[src/shared/lsip_pkg.sv]
// Purpose: Constants and types for the light sensor serial target port.
// Assumes: Block clock mclk at 100 MHz.
// Notes:   Register pointers, reset words, field positions, filter counts.
package lsip_pkg;

  // Glitch filter lengths on the bus lines
  localparam int CLK_NS       = 10;
  localparam int FS_SPIKE_NS  = 50;
  localparam int HS_SPIKE_NS  = 10;
  localparam int FS_FILT_CYC  = (FS_SPIKE_NS + CLK_NS - 1) / CLK_NS;
  localparam int HS_FILT_CYC  = (HS_SPIKE_NS + CLK_NS - 1) / CLK_NS;
  localparam logic [2:0] FS_FILT = 3'(FS_FILT_CYC);
  localparam logic [2:0] HS_FILT = 3'(HS_FILT_CYC);

  // Register pointers
  localparam logic [7:0] PTR_RESULT = 8'h00;
  localparam logic [7:0] PTR_CONFIG = 8'h01;
  localparam logic [7:0] PTR_LOW    = 8'h02;
  localparam logic [7:0] PTR_HIGH   = 8'h03;
  localparam logic [7:0] PTR_MANUF  = 8'h7e;
  localparam logic [7:0] PTR_DEVID  = 8'h7f;

  // Reset words
  localparam logic [15:0] CFG_RESET    = 16'hc810;
  localparam logic [15:0] LOW_RESET    = 16'h0000;
  localparam logic [15:0] HIGH_RESET   = 16'hffff;
  localparam logic [15:0] RESULT_RESET = 16'h0000;
  localparam logic [7:0]  PTR_RESET    = 8'h00;
  // Identity words: arbitrary values
  localparam logic [15:0] MANUF_ID     = 16'h5a5a;
  localparam logic [15:0] DEVICE_ID    = 16'h0a0a;

  // Configuration fields
  localparam int CFG_M_HI = 10;
  localparam int CFG_M_LO = 9;
  localparam int CFG_CRF  = 7;
  localparam int CFG_OVR  = 6;
  localparam int CFG_UND  = 5;
  localparam int CFG_L    = 4;
  localparam int CFG_IPL  = 3;
  localparam logic [15:0] CFG_WR_MASK = 16'hfe1f;
  localparam logic [1:0]  M_SHUTDOWN  = 2'b00;

  // Lower-limit exponent top bits select end-of-conversion signalling
  localparam int EXP_TOP_HI = 15;
  localparam int EXP_TOP_LO = 14;
  localparam logic [1:0] EOC_CODE = 2'b11;

  // Special bus addresses
  localparam logic [7:0] GC_ADDR     = 8'h00;
  localparam logic [7:0] GC_RESET    = 8'h06;
  localparam logic [6:0] ARA_ADDR    = 7'h0c;
  localparam logic [4:0] HS_CODE_TOP = 5'b00001;

  typedef enum logic [2:0] {
    ST_IDLE = 3'b000,
    ST_ADDR = 3'b001,
    ST_ACK  = 3'b010,
    ST_RX   = 3'b011,
    ST_TX   = 3'b100,
    ST_MACK = 3'b101
  } lsip_state_e;

endpackage

[src/shared/lsip_line_if.sv]
// Purpose: Filtered bus line events passed from the line receiver.
// Assumes: All signals on mclk.
// Notes:   hs_mode flows back to choose the filter length.
`timescale 1ns/1ns
interface lsip_line_if;
  logic scl;
  logic sda;
  logic scl_rise;
  logic scl_fall;
  logic start;
  logic stop;
  logic hs_mode;

  modport rx  (output scl, sda, scl_rise, scl_fall, start, stop,
               input hs_mode);
  modport eng (input scl, sda, scl_rise, scl_fall, start, stop,
               output hs_mode);
endinterface

[src/design/lsip_port.sv]
// Purpose: Two-wire serial target port of an ambient light sensor.
// Assumes: Conversion inputs are on mclk; bus pins are asynchronous.
// Notes:   SDA is open drain; sda_oe high pulls the line low.
//
// What this block does
// - Combined mode, high fault: over set, under clear
// - Combined mode, low fault: under set, over clear
// - A finished conversion raises ready; interrupt in end-of-conversion mode, on a high fault, or on a latched low fault
// - Config read clears ready, and interrupt when latched or in end-of-conversion mode
// - Shutdown config write changes no status
// - Non-shutdown config write clears ready, and interrupt in transparent end-of-conversion mode
// - Alert response leaves status alone in transparent mode
// - Interrupt pin level follows state and polarity
// - First written byte loads the register pointer
// - Two data bytes, high first, each acknowledged
// - Reads use the last written pointer
// - Read returns high byte then low byte
// - Pointer kept across reads
// - Master code not acknowledged; filters go fast
// - Stop ends high-speed mode
// - General call then 06h resets all registers
// - Alert response answered only when latching
// - Alerting device acks and sends its address
// - Lost arbitration keeps interrupt; win clears it
// - Over-limit flag sent as address byte LSB
// - Alert response keeps both limit flags
// - Lower exponent top bits 11b enable end-of-conversion
// - Registers are sixteen bits, two bytes
`timescale 1ns/1ns
module lsip_port
(
  input  wire logic        mclk,
  input  wire logic        reset_n,
  input  wire logic        scl_in,
  input  wire logic        sda_in,
  output logic             sda_out,
  output logic             sda_oe,
  input  wire logic [6:0]  addr_strap,
  input  wire logic        conv_done,
  input  wire logic [15:0] conv_result,
  input  wire logic        fault_high,
  input  wire logic        fault_low,
  output logic             int_pin,
  output logic             hs_mode,
  output logic [15:0]      cfg_word,
  output logic [15:0]      low_limit,
  output logic [15:0]      high_limit
);

  lsip_line_if lines();

  lsip_line_rx u_line_rx
  (
    .mclk    (mclk),
    .reset_n (reset_n),
    .scl_in  (scl_in),
    .sda_in  (sda_in),
    .lines   (lines)
  );

  ////////////////////////////////////////////////////////////////////////////
  // State

  lsip_pkg::lsip_state_e state_reg;
  logic [2:0]  bit_cnt_reg;
  logic [7:0]  shift_reg;
  logic        ack_on_reg;
  logic [1:0]  byte_idx_reg;
  logic        rw_reg;
  logic        gc_reg;
  logic        ara_reg;
  logic        mack_reg;
  logic        sda_oe_reg;
  logic        hs_reg;
  logic [7:0]  ptr_reg;
  logic [7:0]  wr_hi_reg;
  logic [6:0]  addr_s1_reg;
  logic [6:0]  addr_s2_reg;
  logic [15:0] cfg_reg;
  logic [15:0] cfg_next;
  logic [15:0] low_reg;
  logic [15:0] high_reg;
  logic [15:0] result_reg;
  logic        int_reg;
  logic        int_next;
  logic        int_pin_reg;

  ////////////////////////////////////////////////////////////////////////////
  // Decoding

  function automatic logic [15:0] read_mux(logic [7:0] ptr,
                                           logic [15:0] res,
                                           logic [15:0] cfg,
                                           logic [15:0] lo,
                                           logic [15:0] hi);
    unique case (ptr)
      lsip_pkg::PTR_RESULT: return res;
      lsip_pkg::PTR_CONFIG: return cfg;
      lsip_pkg::PTR_LOW:    return lo;
      lsip_pkg::PTR_HIGH:   return hi;
      lsip_pkg::PTR_MANUF:  return lsip_pkg::MANUF_ID;
      lsip_pkg::PTR_DEVID:  return lsip_pkg::DEVICE_ID;
      default:              return 16'h0000;
    endcase
  endfunction

  wire        in_addr  = (state_reg == lsip_pkg::ST_ADDR);
  wire        in_rx    = (state_reg == lsip_pkg::ST_RX);
  wire        in_tx    = (state_reg == lsip_pkg::ST_TX);
  wire        in_ack   = (state_reg == lsip_pkg::ST_ACK);
  wire [7:0]  rx_byte  = {shift_reg[6:0], lines.sda};
  wire        byte_in  = (in_addr | in_rx) & lines.scl_rise &
                         (bit_cnt_reg == 3'h7);
  wire        latched  = cfg_reg[lsip_pkg::CFG_L];
  wire        eoc_mode = (low_reg[lsip_pkg::EXP_TOP_HI:lsip_pkg::EXP_TOP_LO]
                          == lsip_pkg::EOC_CODE);
  wire        hit_dev  = (rx_byte[7:1] == addr_s2_reg);
  wire        is_gc    = (rx_byte == lsip_pkg::GC_ADDR);
  wire        is_ara   = (rx_byte[7:1] == lsip_pkg::ARA_ADDR) & rx_byte[0]
                         & latched & int_reg;
  wire        is_hs    = (rx_byte[7:3] == lsip_pkg::HS_CODE_TOP);
  wire        addr_ack = hit_dev | is_gc | is_ara;
  wire        gc_go    = gc_reg & (rx_byte == lsip_pkg::GC_RESET);
  wire        rx_ack   = gc_reg ? gc_go : 1'b1;
  wire        data_in  = byte_in & in_rx & ~gc_reg;
  wire        ptr_load = data_in & (byte_idx_reg == 2'h0);
  wire        wr_commit = data_in & (byte_idx_reg == 2'h2);
  wire [15:0] wr_word  = {wr_hi_reg, rx_byte};
  wire        gc_rst   = byte_in & in_rx & gc_go;
  wire        cfg_wr   = wr_commit & (ptr_reg == lsip_pkg::PTR_CONFIG);
  wire        cfg_run_wr = cfg_wr & (wr_word[lsip_pkg::CFG_M_HI:
                           lsip_pkg::CFG_M_LO] != lsip_pkg::M_SHUTDOWN);
  wire        ack_done = in_ack & lines.scl_fall & ack_on_reg;
  wire        ld_hi    = ack_done & rw_reg;
  wire        cfg_read = ld_hi & ~ara_reg &
                         (ptr_reg == lsip_pkg::PTR_CONFIG);
  wire [15:0] rd_word  = read_mux(ptr_reg, result_reg, cfg_reg, low_reg,
                                  high_reg);
  wire [7:0]  ara_byte = {addr_s2_reg,
                          cfg_reg[lsip_pkg::CFG_OVR]};
  wire [7:0]  tx_hi    = ara_reg ? ara_byte : rd_word[15:8];
  wire        ara_lost = in_tx & ara_reg & lines.scl_rise & ~sda_oe_reg &
                         ~lines.sda;
  wire        ara_win  = in_tx & ara_reg & lines.scl_fall &
                         (bit_cnt_reg == 3'h7);

  ////////////////////////////////////////////////////////////////////////////
  // Byte engine

  always_ff @(posedge mclk or negedge reset_n)
  begin
    if (!reset_n)
    begin
      state_reg    <= lsip_pkg::ST_IDLE;
      bit_cnt_reg  <= 3'h0;
      shift_reg    <= 8'h00;
      ack_on_reg   <= 1'b0;
      byte_idx_reg <= 2'h0;
      rw_reg       <= 1'b0;
      gc_reg       <= 1'b0;
      ara_reg      <= 1'b0;
      mack_reg     <= 1'b0;
      sda_oe_reg   <= 1'b0;
    end
    else if (lines.start)
    begin
      state_reg   <= lsip_pkg::ST_ADDR;
      bit_cnt_reg <= 3'h0;
      ack_on_reg  <= 1'b0;
      sda_oe_reg  <= 1'b0;
    end
    else if (lines.stop)
    begin
      state_reg  <= lsip_pkg::ST_IDLE;
      sda_oe_reg <= 1'b0;
    end
    else
    begin
      unique case (state_reg)
        lsip_pkg::ST_IDLE: ;
        lsip_pkg::ST_ADDR, lsip_pkg::ST_RX:
        begin
          if (lines.scl_rise)
          begin
            shift_reg   <= rx_byte;
            bit_cnt_reg <= 3'(bit_cnt_reg + 3'h1);
          end
          if (byte_in & in_addr)
          begin
            state_reg    <= addr_ack ? lsip_pkg::ST_ACK : lsip_pkg::ST_IDLE;
            rw_reg       <= rx_byte[0];
            gc_reg       <= ~hit_dev & is_gc;
            ara_reg      <= ~hit_dev & is_ara;
            byte_idx_reg <= 2'h0;
          end
          else if (byte_in)
          begin
            state_reg <= rx_ack ? lsip_pkg::ST_ACK : lsip_pkg::ST_IDLE;
            if (byte_idx_reg != 2'h3)
              byte_idx_reg <= 2'(byte_idx_reg + 2'h1);
          end
        end
        lsip_pkg::ST_ACK:
        begin
          if (lines.scl_fall & ~ack_on_reg)
          begin
            ack_on_reg <= 1'b1;
            sda_oe_reg <= 1'b1;
          end
          else if (ack_done)
          begin
            ack_on_reg  <= 1'b0;
            bit_cnt_reg <= 3'h0;
            state_reg   <= rw_reg ? lsip_pkg::ST_TX : lsip_pkg::ST_RX;
            shift_reg   <= tx_hi;
            sda_oe_reg  <= rw_reg & ~tx_hi[7];
          end
        end
        lsip_pkg::ST_TX:
        begin
          if (ara_lost)
          begin
            state_reg  <= lsip_pkg::ST_IDLE;
            sda_oe_reg <= 1'b0;
          end
          else if (lines.scl_fall & (bit_cnt_reg == 3'h7))
          begin
            state_reg  <= lsip_pkg::ST_MACK;
            sda_oe_reg <= 1'b0;
          end
          else if (lines.scl_fall)
          begin
            shift_reg   <= {shift_reg[6:0], 1'b0};
            sda_oe_reg  <= ~shift_reg[6];
            bit_cnt_reg <= 3'(bit_cnt_reg + 3'h1);
          end
        end
        lsip_pkg::ST_MACK:
        begin
          if (lines.scl_rise)
            mack_reg <= ~lines.sda;
          if (lines.scl_fall & mack_reg & ~ara_reg &
              (byte_idx_reg == 2'h0))
          begin
            state_reg    <= lsip_pkg::ST_TX;
            byte_idx_reg <= 2'h1;
            bit_cnt_reg  <= 3'h0;
            shift_reg    <= wr_hi_reg;
            sda_oe_reg   <= ~wr_hi_reg[7];
          end
          else if (lines.scl_fall)
            state_reg <= lsip_pkg::ST_IDLE;
        end
        default:
          state_reg <= lsip_pkg::ST_IDLE;
      endcase
    end
  end

  ////////////////////////////////////////////////////////////////////////////
  // Pointer, strap and high-speed mode

  always_ff @(posedge mclk or negedge reset_n)
  begin
    if (!reset_n)
    begin
      ptr_reg     <= lsip_pkg::PTR_RESET;
      wr_hi_reg   <= 8'h00;
      addr_s1_reg <= 7'h00;
      addr_s2_reg <= 7'h00;
      hs_reg      <= 1'b0;
    end
    else
    begin
      addr_s1_reg <= addr_strap;
      addr_s2_reg <= addr_s1_reg;
      if (gc_rst)
        ptr_reg <= lsip_pkg::PTR_RESET;
      else if (ptr_load)
        ptr_reg <= rx_byte;
      if ((data_in & (byte_idx_reg == 2'h1)) | ld_hi)
        wr_hi_reg <= ld_hi ? rd_word[7:0] : rx_byte;
      if (lines.stop)
        hs_reg <= 1'b0;
      else if (byte_in & in_addr & is_hs & ~addr_ack)
        hs_reg <= 1'b1;
    end
  end

  ////////////////////////////////////////////////////////////////////////////
  // Status and interrupt; clears first so a same-cycle set wins

  always_comb
  begin
    cfg_next = cfg_reg;
    int_next = int_reg;
    if (cfg_wr)
      cfg_next = (cfg_reg & ~lsip_pkg::CFG_WR_MASK) |
                 (wr_word & lsip_pkg::CFG_WR_MASK);
    if (cfg_read)
    begin
      cfg_next[lsip_pkg::CFG_CRF] = 1'b0;
      if (eoc_mode)
        int_next = 1'b0;
      if (latched)
      begin
        cfg_next[lsip_pkg::CFG_OVR] = 1'b0;
        cfg_next[lsip_pkg::CFG_UND] = 1'b0;
        int_next = 1'b0;
      end
    end
    if (cfg_run_wr)
    begin
      cfg_next[lsip_pkg::CFG_CRF] = 1'b0;
      if (eoc_mode & ~latched)
        int_next = 1'b0;
    end
    if (ara_win)
      int_next = 1'b0;
    if (conv_done)
    begin
      cfg_next[lsip_pkg::CFG_CRF] = 1'b1;
      if (eoc_mode)
        int_next = 1'b1;
      if (fault_high)
      begin
        cfg_next[lsip_pkg::CFG_OVR] = 1'b1;
        if (~latched)
          cfg_next[lsip_pkg::CFG_UND] = 1'b0;
        int_next = 1'b1;
      end
      else if (fault_low)
      begin
        cfg_next[lsip_pkg::CFG_UND] = 1'b1;
        if (~latched)
          cfg_next[lsip_pkg::CFG_OVR] = 1'b0;
        int_next = latched | eoc_mode;
      end
    end
  end

  always_ff @(posedge mclk or negedge reset_n)
  begin
    if (!reset_n)
    begin
      cfg_reg     <= lsip_pkg::CFG_RESET;
      low_reg     <= lsip_pkg::LOW_RESET;
      high_reg    <= lsip_pkg::HIGH_RESET;
      result_reg  <= lsip_pkg::RESULT_RESET;
      int_reg     <= 1'b0;
      int_pin_reg <= 1'b1;
    end
    else if (gc_rst)
    begin
      cfg_reg    <= lsip_pkg::CFG_RESET;
      low_reg    <= lsip_pkg::LOW_RESET;
      high_reg   <= lsip_pkg::HIGH_RESET;
      result_reg <= lsip_pkg::RESULT_RESET;
      int_reg    <= 1'b0;
    end
    else
    begin
      cfg_reg <= cfg_next;
      int_reg <= int_next;
      if (conv_done)
        result_reg <= conv_result;
      if (wr_commit & (ptr_reg == lsip_pkg::PTR_LOW))
        low_reg <= wr_word;
      if (wr_commit & (ptr_reg == lsip_pkg::PTR_HIGH))
        high_reg <= wr_word;
      int_pin_reg <= int_reg ^ ~cfg_reg[lsip_pkg::CFG_IPL];
    end
  end

  ////////////////////////////////////////////////////////////////////////////
  // Outputs

  assign lines.hs_mode = hs_reg;
  assign hs_mode       = hs_reg;
  assign sda_out       = 1'b0;
  assign sda_oe        = sda_oe_reg;
  assign int_pin       = int_pin_reg;
  assign cfg_word      = cfg_reg;
  assign low_limit     = low_reg;
  assign high_limit    = high_reg;

endmodule // lsip_port

[src/design/lsip_line_rx.sv]
// Purpose: Synchronise and filter the bus lines, find edges and conditions.
// Assumes: scl_in and sda_in are asynchronous pins.
// Notes:   Filter length shortens while high-speed mode is on.
`timescale 1ns/1ns
module lsip_line_rx
(
  input  wire logic  mclk,
  input  wire logic  reset_n,
  input  wire logic  scl_in,
  input  wire logic  sda_in,
  lsip_line_if.rx    lines
);

  logic       scl_s1_reg;
  logic       scl_s2_reg;
  logic       sda_s1_reg;
  logic       sda_s2_reg;
  logic       scl_f_reg;
  logic       sda_f_reg;
  logic       scl_p_reg;
  logic       sda_p_reg;
  logic [2:0] scl_cnt_reg;
  logic [2:0] sda_cnt_reg;
  logic [2:0] scl_cnt_next;
  logic [2:0] sda_cnt_next;
  logic [2:0] filt_len;

  function automatic logic [2:0] filt_step(logic raw, logic filt,
                                           logic [2:0] cnt);
    return (raw == filt) ? 3'h0 : 3'(cnt + 3'h1);
  endfunction

  assign filt_len     = lines.hs_mode ? lsip_pkg::HS_FILT
                                      : lsip_pkg::FS_FILT;
  assign scl_cnt_next = filt_step(scl_s2_reg, scl_f_reg, scl_cnt_reg);
  assign sda_cnt_next = filt_step(sda_s2_reg, sda_f_reg, sda_cnt_reg);

  always_ff @(posedge mclk or negedge reset_n)
  begin
    if (!reset_n)
    begin
      scl_s1_reg <= 1'b1;
      scl_s2_reg <= 1'b1;
      sda_s1_reg <= 1'b1;
      sda_s2_reg <= 1'b1;
    end
    else
    begin
      scl_s1_reg <= scl_in;
      scl_s2_reg <= scl_s1_reg;
      sda_s1_reg <= sda_in;
      sda_s2_reg <= sda_s1_reg;
    end
  end

  always_ff @(posedge mclk or negedge reset_n)
  begin
    if (!reset_n)
    begin
      scl_f_reg   <= 1'b1;
      sda_f_reg   <= 1'b1;
      scl_p_reg   <= 1'b1;
      sda_p_reg   <= 1'b1;
      scl_cnt_reg <= 3'h0;
      sda_cnt_reg <= 3'h0;
    end
    else
    begin
      scl_p_reg   <= scl_f_reg;
      sda_p_reg   <= sda_f_reg;
      scl_cnt_reg <= (scl_cnt_next >= filt_len) ? 3'h0 : scl_cnt_next;
      sda_cnt_reg <= (sda_cnt_next >= filt_len) ? 3'h0 : sda_cnt_next;
      if (scl_cnt_next >= filt_len)
        scl_f_reg <= scl_s2_reg;
      if (sda_cnt_next >= filt_len)
        sda_f_reg <= sda_s2_reg;
    end
  end

  assign lines.scl      = scl_f_reg;
  assign lines.sda      = sda_f_reg;
  assign lines.scl_rise = scl_f_reg & ~scl_p_reg;
  assign lines.scl_fall = ~scl_f_reg & scl_p_reg;
  assign lines.start    = scl_f_reg & scl_p_reg & sda_p_reg & ~sda_f_reg;
  assign lines.stop     = scl_f_reg & scl_p_reg & ~sda_p_reg & sda_f_reg;

endmodule // lsip_line_rx

[config.mk]
export PLATFORM = sky130hd
export DESIGN_NAME = lsip_port
export DESIGN_NICKNAME = d
export VERILOG_FILES = /design/src/shared/lsip_pkg.sv /design/src/shared/lsip_line_if.sv /design/src/design/lsip_port.sv /design/src/design/lsip_line_rx.sv
export SDC_FILE = /design/constraint.sdc
export NUM_CORES = 1
export LEC_CHECK = 0
export BUFFER_PORTS_ARGS = -buffer_cell sky130_fd_sc_hd__clkbuf_2
export CORE_MARGIN = 5
export CORE_UTILIZATION = 27
export CTS_BUF_LIST = sky130_fd_sc_hd__clkbuf_16
export DETAILED_ROUTE_END_ITERATION = 10
export SLEW_MARGIN = 5
export SYNTH_ARGS = -nofsm -noshare
export SYNTH_HDL_FRONTEND = slang
export SYNTH_SLANG_ARGS = --single-unit
[constraint.sdc]
create_clock -name mclk -period 5.3 [get_ports mclk]
set_input_delay 1.06 -clock mclk [delete_from_list [all_inputs] [get_ports mclk]]
set_output_delay 1.06 -clock mclk [all_outputs]
set_load 0.05 [all_outputs]
==> run_results.csv <==
group,metric,value,unit
outcome,status,"finished, final reports clean",
routing,avgRoutedWirePerCell,18.75,um
hold_path,hold_depth,0,
die,initial_core_util,0.2716,
cts,root_buffer,"clkbuf_16",
setup_path,max_stage_delay,1000,ps
global_route,grtUsageTotal,0.1362,
setup_path,worst-path-buf-inv,0,
yosys,synth.cell_area,6761,um^2
power_and_ir_drop,powerDensity,374.6,nW/um^2
placed_design,io_buffer_count,79,
global_route,grt_pass1_wl,30090,um
final_layout,fin_cells,1009,
die,core.rowCount,58,
die,fp.dieW,168.3,um
die,die_h,168.3,um
final_layout,mostFrequentLayoutCell,"dfrtp_1",
setup_path,crit_family,"simple AND/OR/NAND/NOR gates",
cts,clk_pin_slew,60,ps
setup_path,reg2regPathDepth,5,
placed_design,dp.cells,978,
setup_path,cp_slowest_cell,"and4_1",
power_and_ir_drop,p_comb_frac,0.166,
sta,rsz0062_at_grt,"no",
sta,fin_crit_sh,0.5785,
setup_path,arrival,3410,ps
yosys,synth-simple-area-share,0.1547,
sta,maxSlewHeadroom,0.1829,
routing,dr.pass1.iters,5,
yosys,yosys.area_share.xor_xnor,0.01684,
global_route,overflow,0,
cts,post_cts_buffers,0,
routing,via_per_inst,5.051,
routing,ant_nets,0,
yosys,synth_cell_types,69,
power_and_ir_drop,seqPwrFrac,0.426,
yosys,synth-seq-cells,131,
setup_path,end_kind,"flip-flop",
setup_path,critical_path.cell_chain,"nor4_1 -> and2_1 -> and4_1 -> or2_4 -> mux2_4",
sta,finalCriticalPeriod,3066,ps
cts,cts_resized,0,
sta,setup_viol,0,
power_and_ir_drop,leakage,3.668,nW
yosys,ys_seq_area_frac,0.4902,
power_and_ir_drop,ir_drop,228.3,uV
hold_path,worstHoldStart,"addr_s1_reg[5]",
placed_design,post-dp-hpwl,13280,um
final_layout,final_nets,707,
yosys,netlist_instances,609,
power_and_ir_drop,internal_power,2.072,mW
setup_path,reg2reg_from,"ptr_reg[3]",
setup_path,cp_max_fo,21,
setup_path,r2r-end,"high_limit[1]",
global_route,busiest_layer,"met2",
routing,routed_wirelength,18920,um
yosys,yosys_warnings,0,
final_layout,final_cell_mix,"102 x dfrtp_1, 78 x clkbuf_2, 61 x mux2i_1",
yosys,synth_enable_flop_cells,0,
die,die_area,28310,um^2
setup_path,worstSetupPathType,"reg -> reg",
yosys,synth_top_family_by_area,"multiplexers",
cts,insertion_delay,420,ps
power_and_ir_drop,switchingPower,0.9122,mW
yosys,synth-compound-area-share,0.1116,
sta,tightest_slew,1220,ps
yosys,synth.avg_cell_area,11.10,um^2
placed_design,pre_cts_ws,2276,ps
yosys,netlist.area_leader.share,0.3775,
job,maxCapViolations,0,
power_and_ir_drop,p_total,2.984,mW
setup_path,required,5640,ps
cts,hold_buffers,0,
global_route,antenna_found_initial,0,
sta,timing.fmax,0.3262,GHz
routing,vias,5096,
cts,cts_sinks,131,
global_route,use_met3,0.02771,
final_layout,diodes,0,
placed_design,gp_congestion,0.8670,
setup_path,critPathLaunch,"ptr_reg[3]",
sta,hold_viol,0,
cts,htree_levels,4,
power_and_ir_drop,switching_share,0.3057,
final_layout,area.growth.synth_to_final,17.84,%
cts,cts_made_buffers,17,
cts,cts_tree,"done",
cts,cts.path.max_buffers,2,
setup_path,cp-start-kind,"flip-flop",
yosys,synth-adder-area-share,0.01850,
power_and_ir_drop,clock_power_share,0.409,
sta,fin_setup_tns,0,ps
sta,slew_viol_final,0,
global_route,grt_pass1_vias,5128,
sta,skew,11.87,ps
routing,drt_iter0_drc,430,
final_layout,drive_gt1_frac,0.2725,
die,pin_count,82,
yosys,synth-main-ff-cell,"dfrtp_1",
sta,setup_ws,2234,ps
yosys,synthArstFlopShare,1.000,
global_route,use_met1,0.1904,
setup_path,r2r_slack,2230,ps
yosys,synth.area.top_cells,"dfrtp_1 38%, dfstp_2 11%, mux2i_1 9.0%",
global_route,use_met2,0.2077,
yosys,yosys.area.top_type,"dfrtp_1",
yosys,synthMuxAreaShare,0.1641,
hold_path,whs_endpoint,"addr_s2_reg[5]",
routing,drc,0,
hold_path,hp-class,"reg -> reg",
die,fp.coreArea,24890,um^2
global_route,grt_max_degree,97,
## routing by layer
| metal | share of wire | vias up |
|---|---|---|
| met5 | 0 | - |
| met4 | 0.024 | 0 |
| met3 | 0.056 | 31 |
| met2 | 0.46 | 200 |
| met1 | 0.46 | 2556 |
| li1 | - | 2309 |
## final cells by class
cell class	instances	area, um^2
multi-input cells	423	3157
clock inverters	14	177.7
well taps	330	412.9
clock buffers	17	425.4
repair buffers	85	446.7
inverters	9	33.78
flip-flops and latches	131	3314
fillers	2545	16920
## worst max-delay path by stage
| stage | cells past startpoint | to |
|---|---|---|
| after floorplan | 9 | ptr_reg[4] |
| after global placement | 5 | high_limit[2] |
| after detailed placement | 5 | high_limit[2] |
| after CTS | 5 | high_limit[1] |
| after global routing | 5 | high_limit[2] |
| final | 5 | high_limit[1] |
## power by group through the flow
stage | logic (mW) | clock network [mW] | registers, mW
6_report | 0.495 | 1.22 | 1.27
4_1_cts | 0.497 | 1.24 | 1.27
2_1_floorplan | 0.445 | 0 | 1.17
3_3_place_gp | 0.483 | 0 | 1.28
5_1_grt | 0.549 | 1.29 | 1.29
3_5_place_dp | 0.493 | 0 | 1.28
## metrics by stage
step	hold WS [ps]	cell area [um^2]	utilization
floorplan	331.2	6765	-
global placement	335.6	7365	0.2959
detailed placement	337.8	7365	0.2959
CTS	350.8	7968	0.3201
global route	357.5	7968	0.3201
finish	348.9	7968	0.3201
## synth_stat cells, types with 6 or more instances
master      n
a21oi_1    26
a22o_1     14
and2_1      6
and3_1      8
buf_2      22
clkbuf_1   15
dfrtp_1   102
dfstp_2    29
ha_1       10
inv_1       9
mux2_2      9
mux2i_1    61
mux4_2     15
nand2_1    51
nand2b_1    9
nand3_1    16
nor2_1     55
nor2b_1     8
nor3_1      7
o21ai_0    22
or3_1       8
xnor2_1     8
## cell families after synthesis
kind of cell    after synthesis
flops                       131
buf+inv                      56
compound gates              109
fa+ha+maj                    10
simple gates                200
other cells                   1
mux                          89
xor+xnor                     13
No activity file was read; power rests on OpenSTA's default activity.
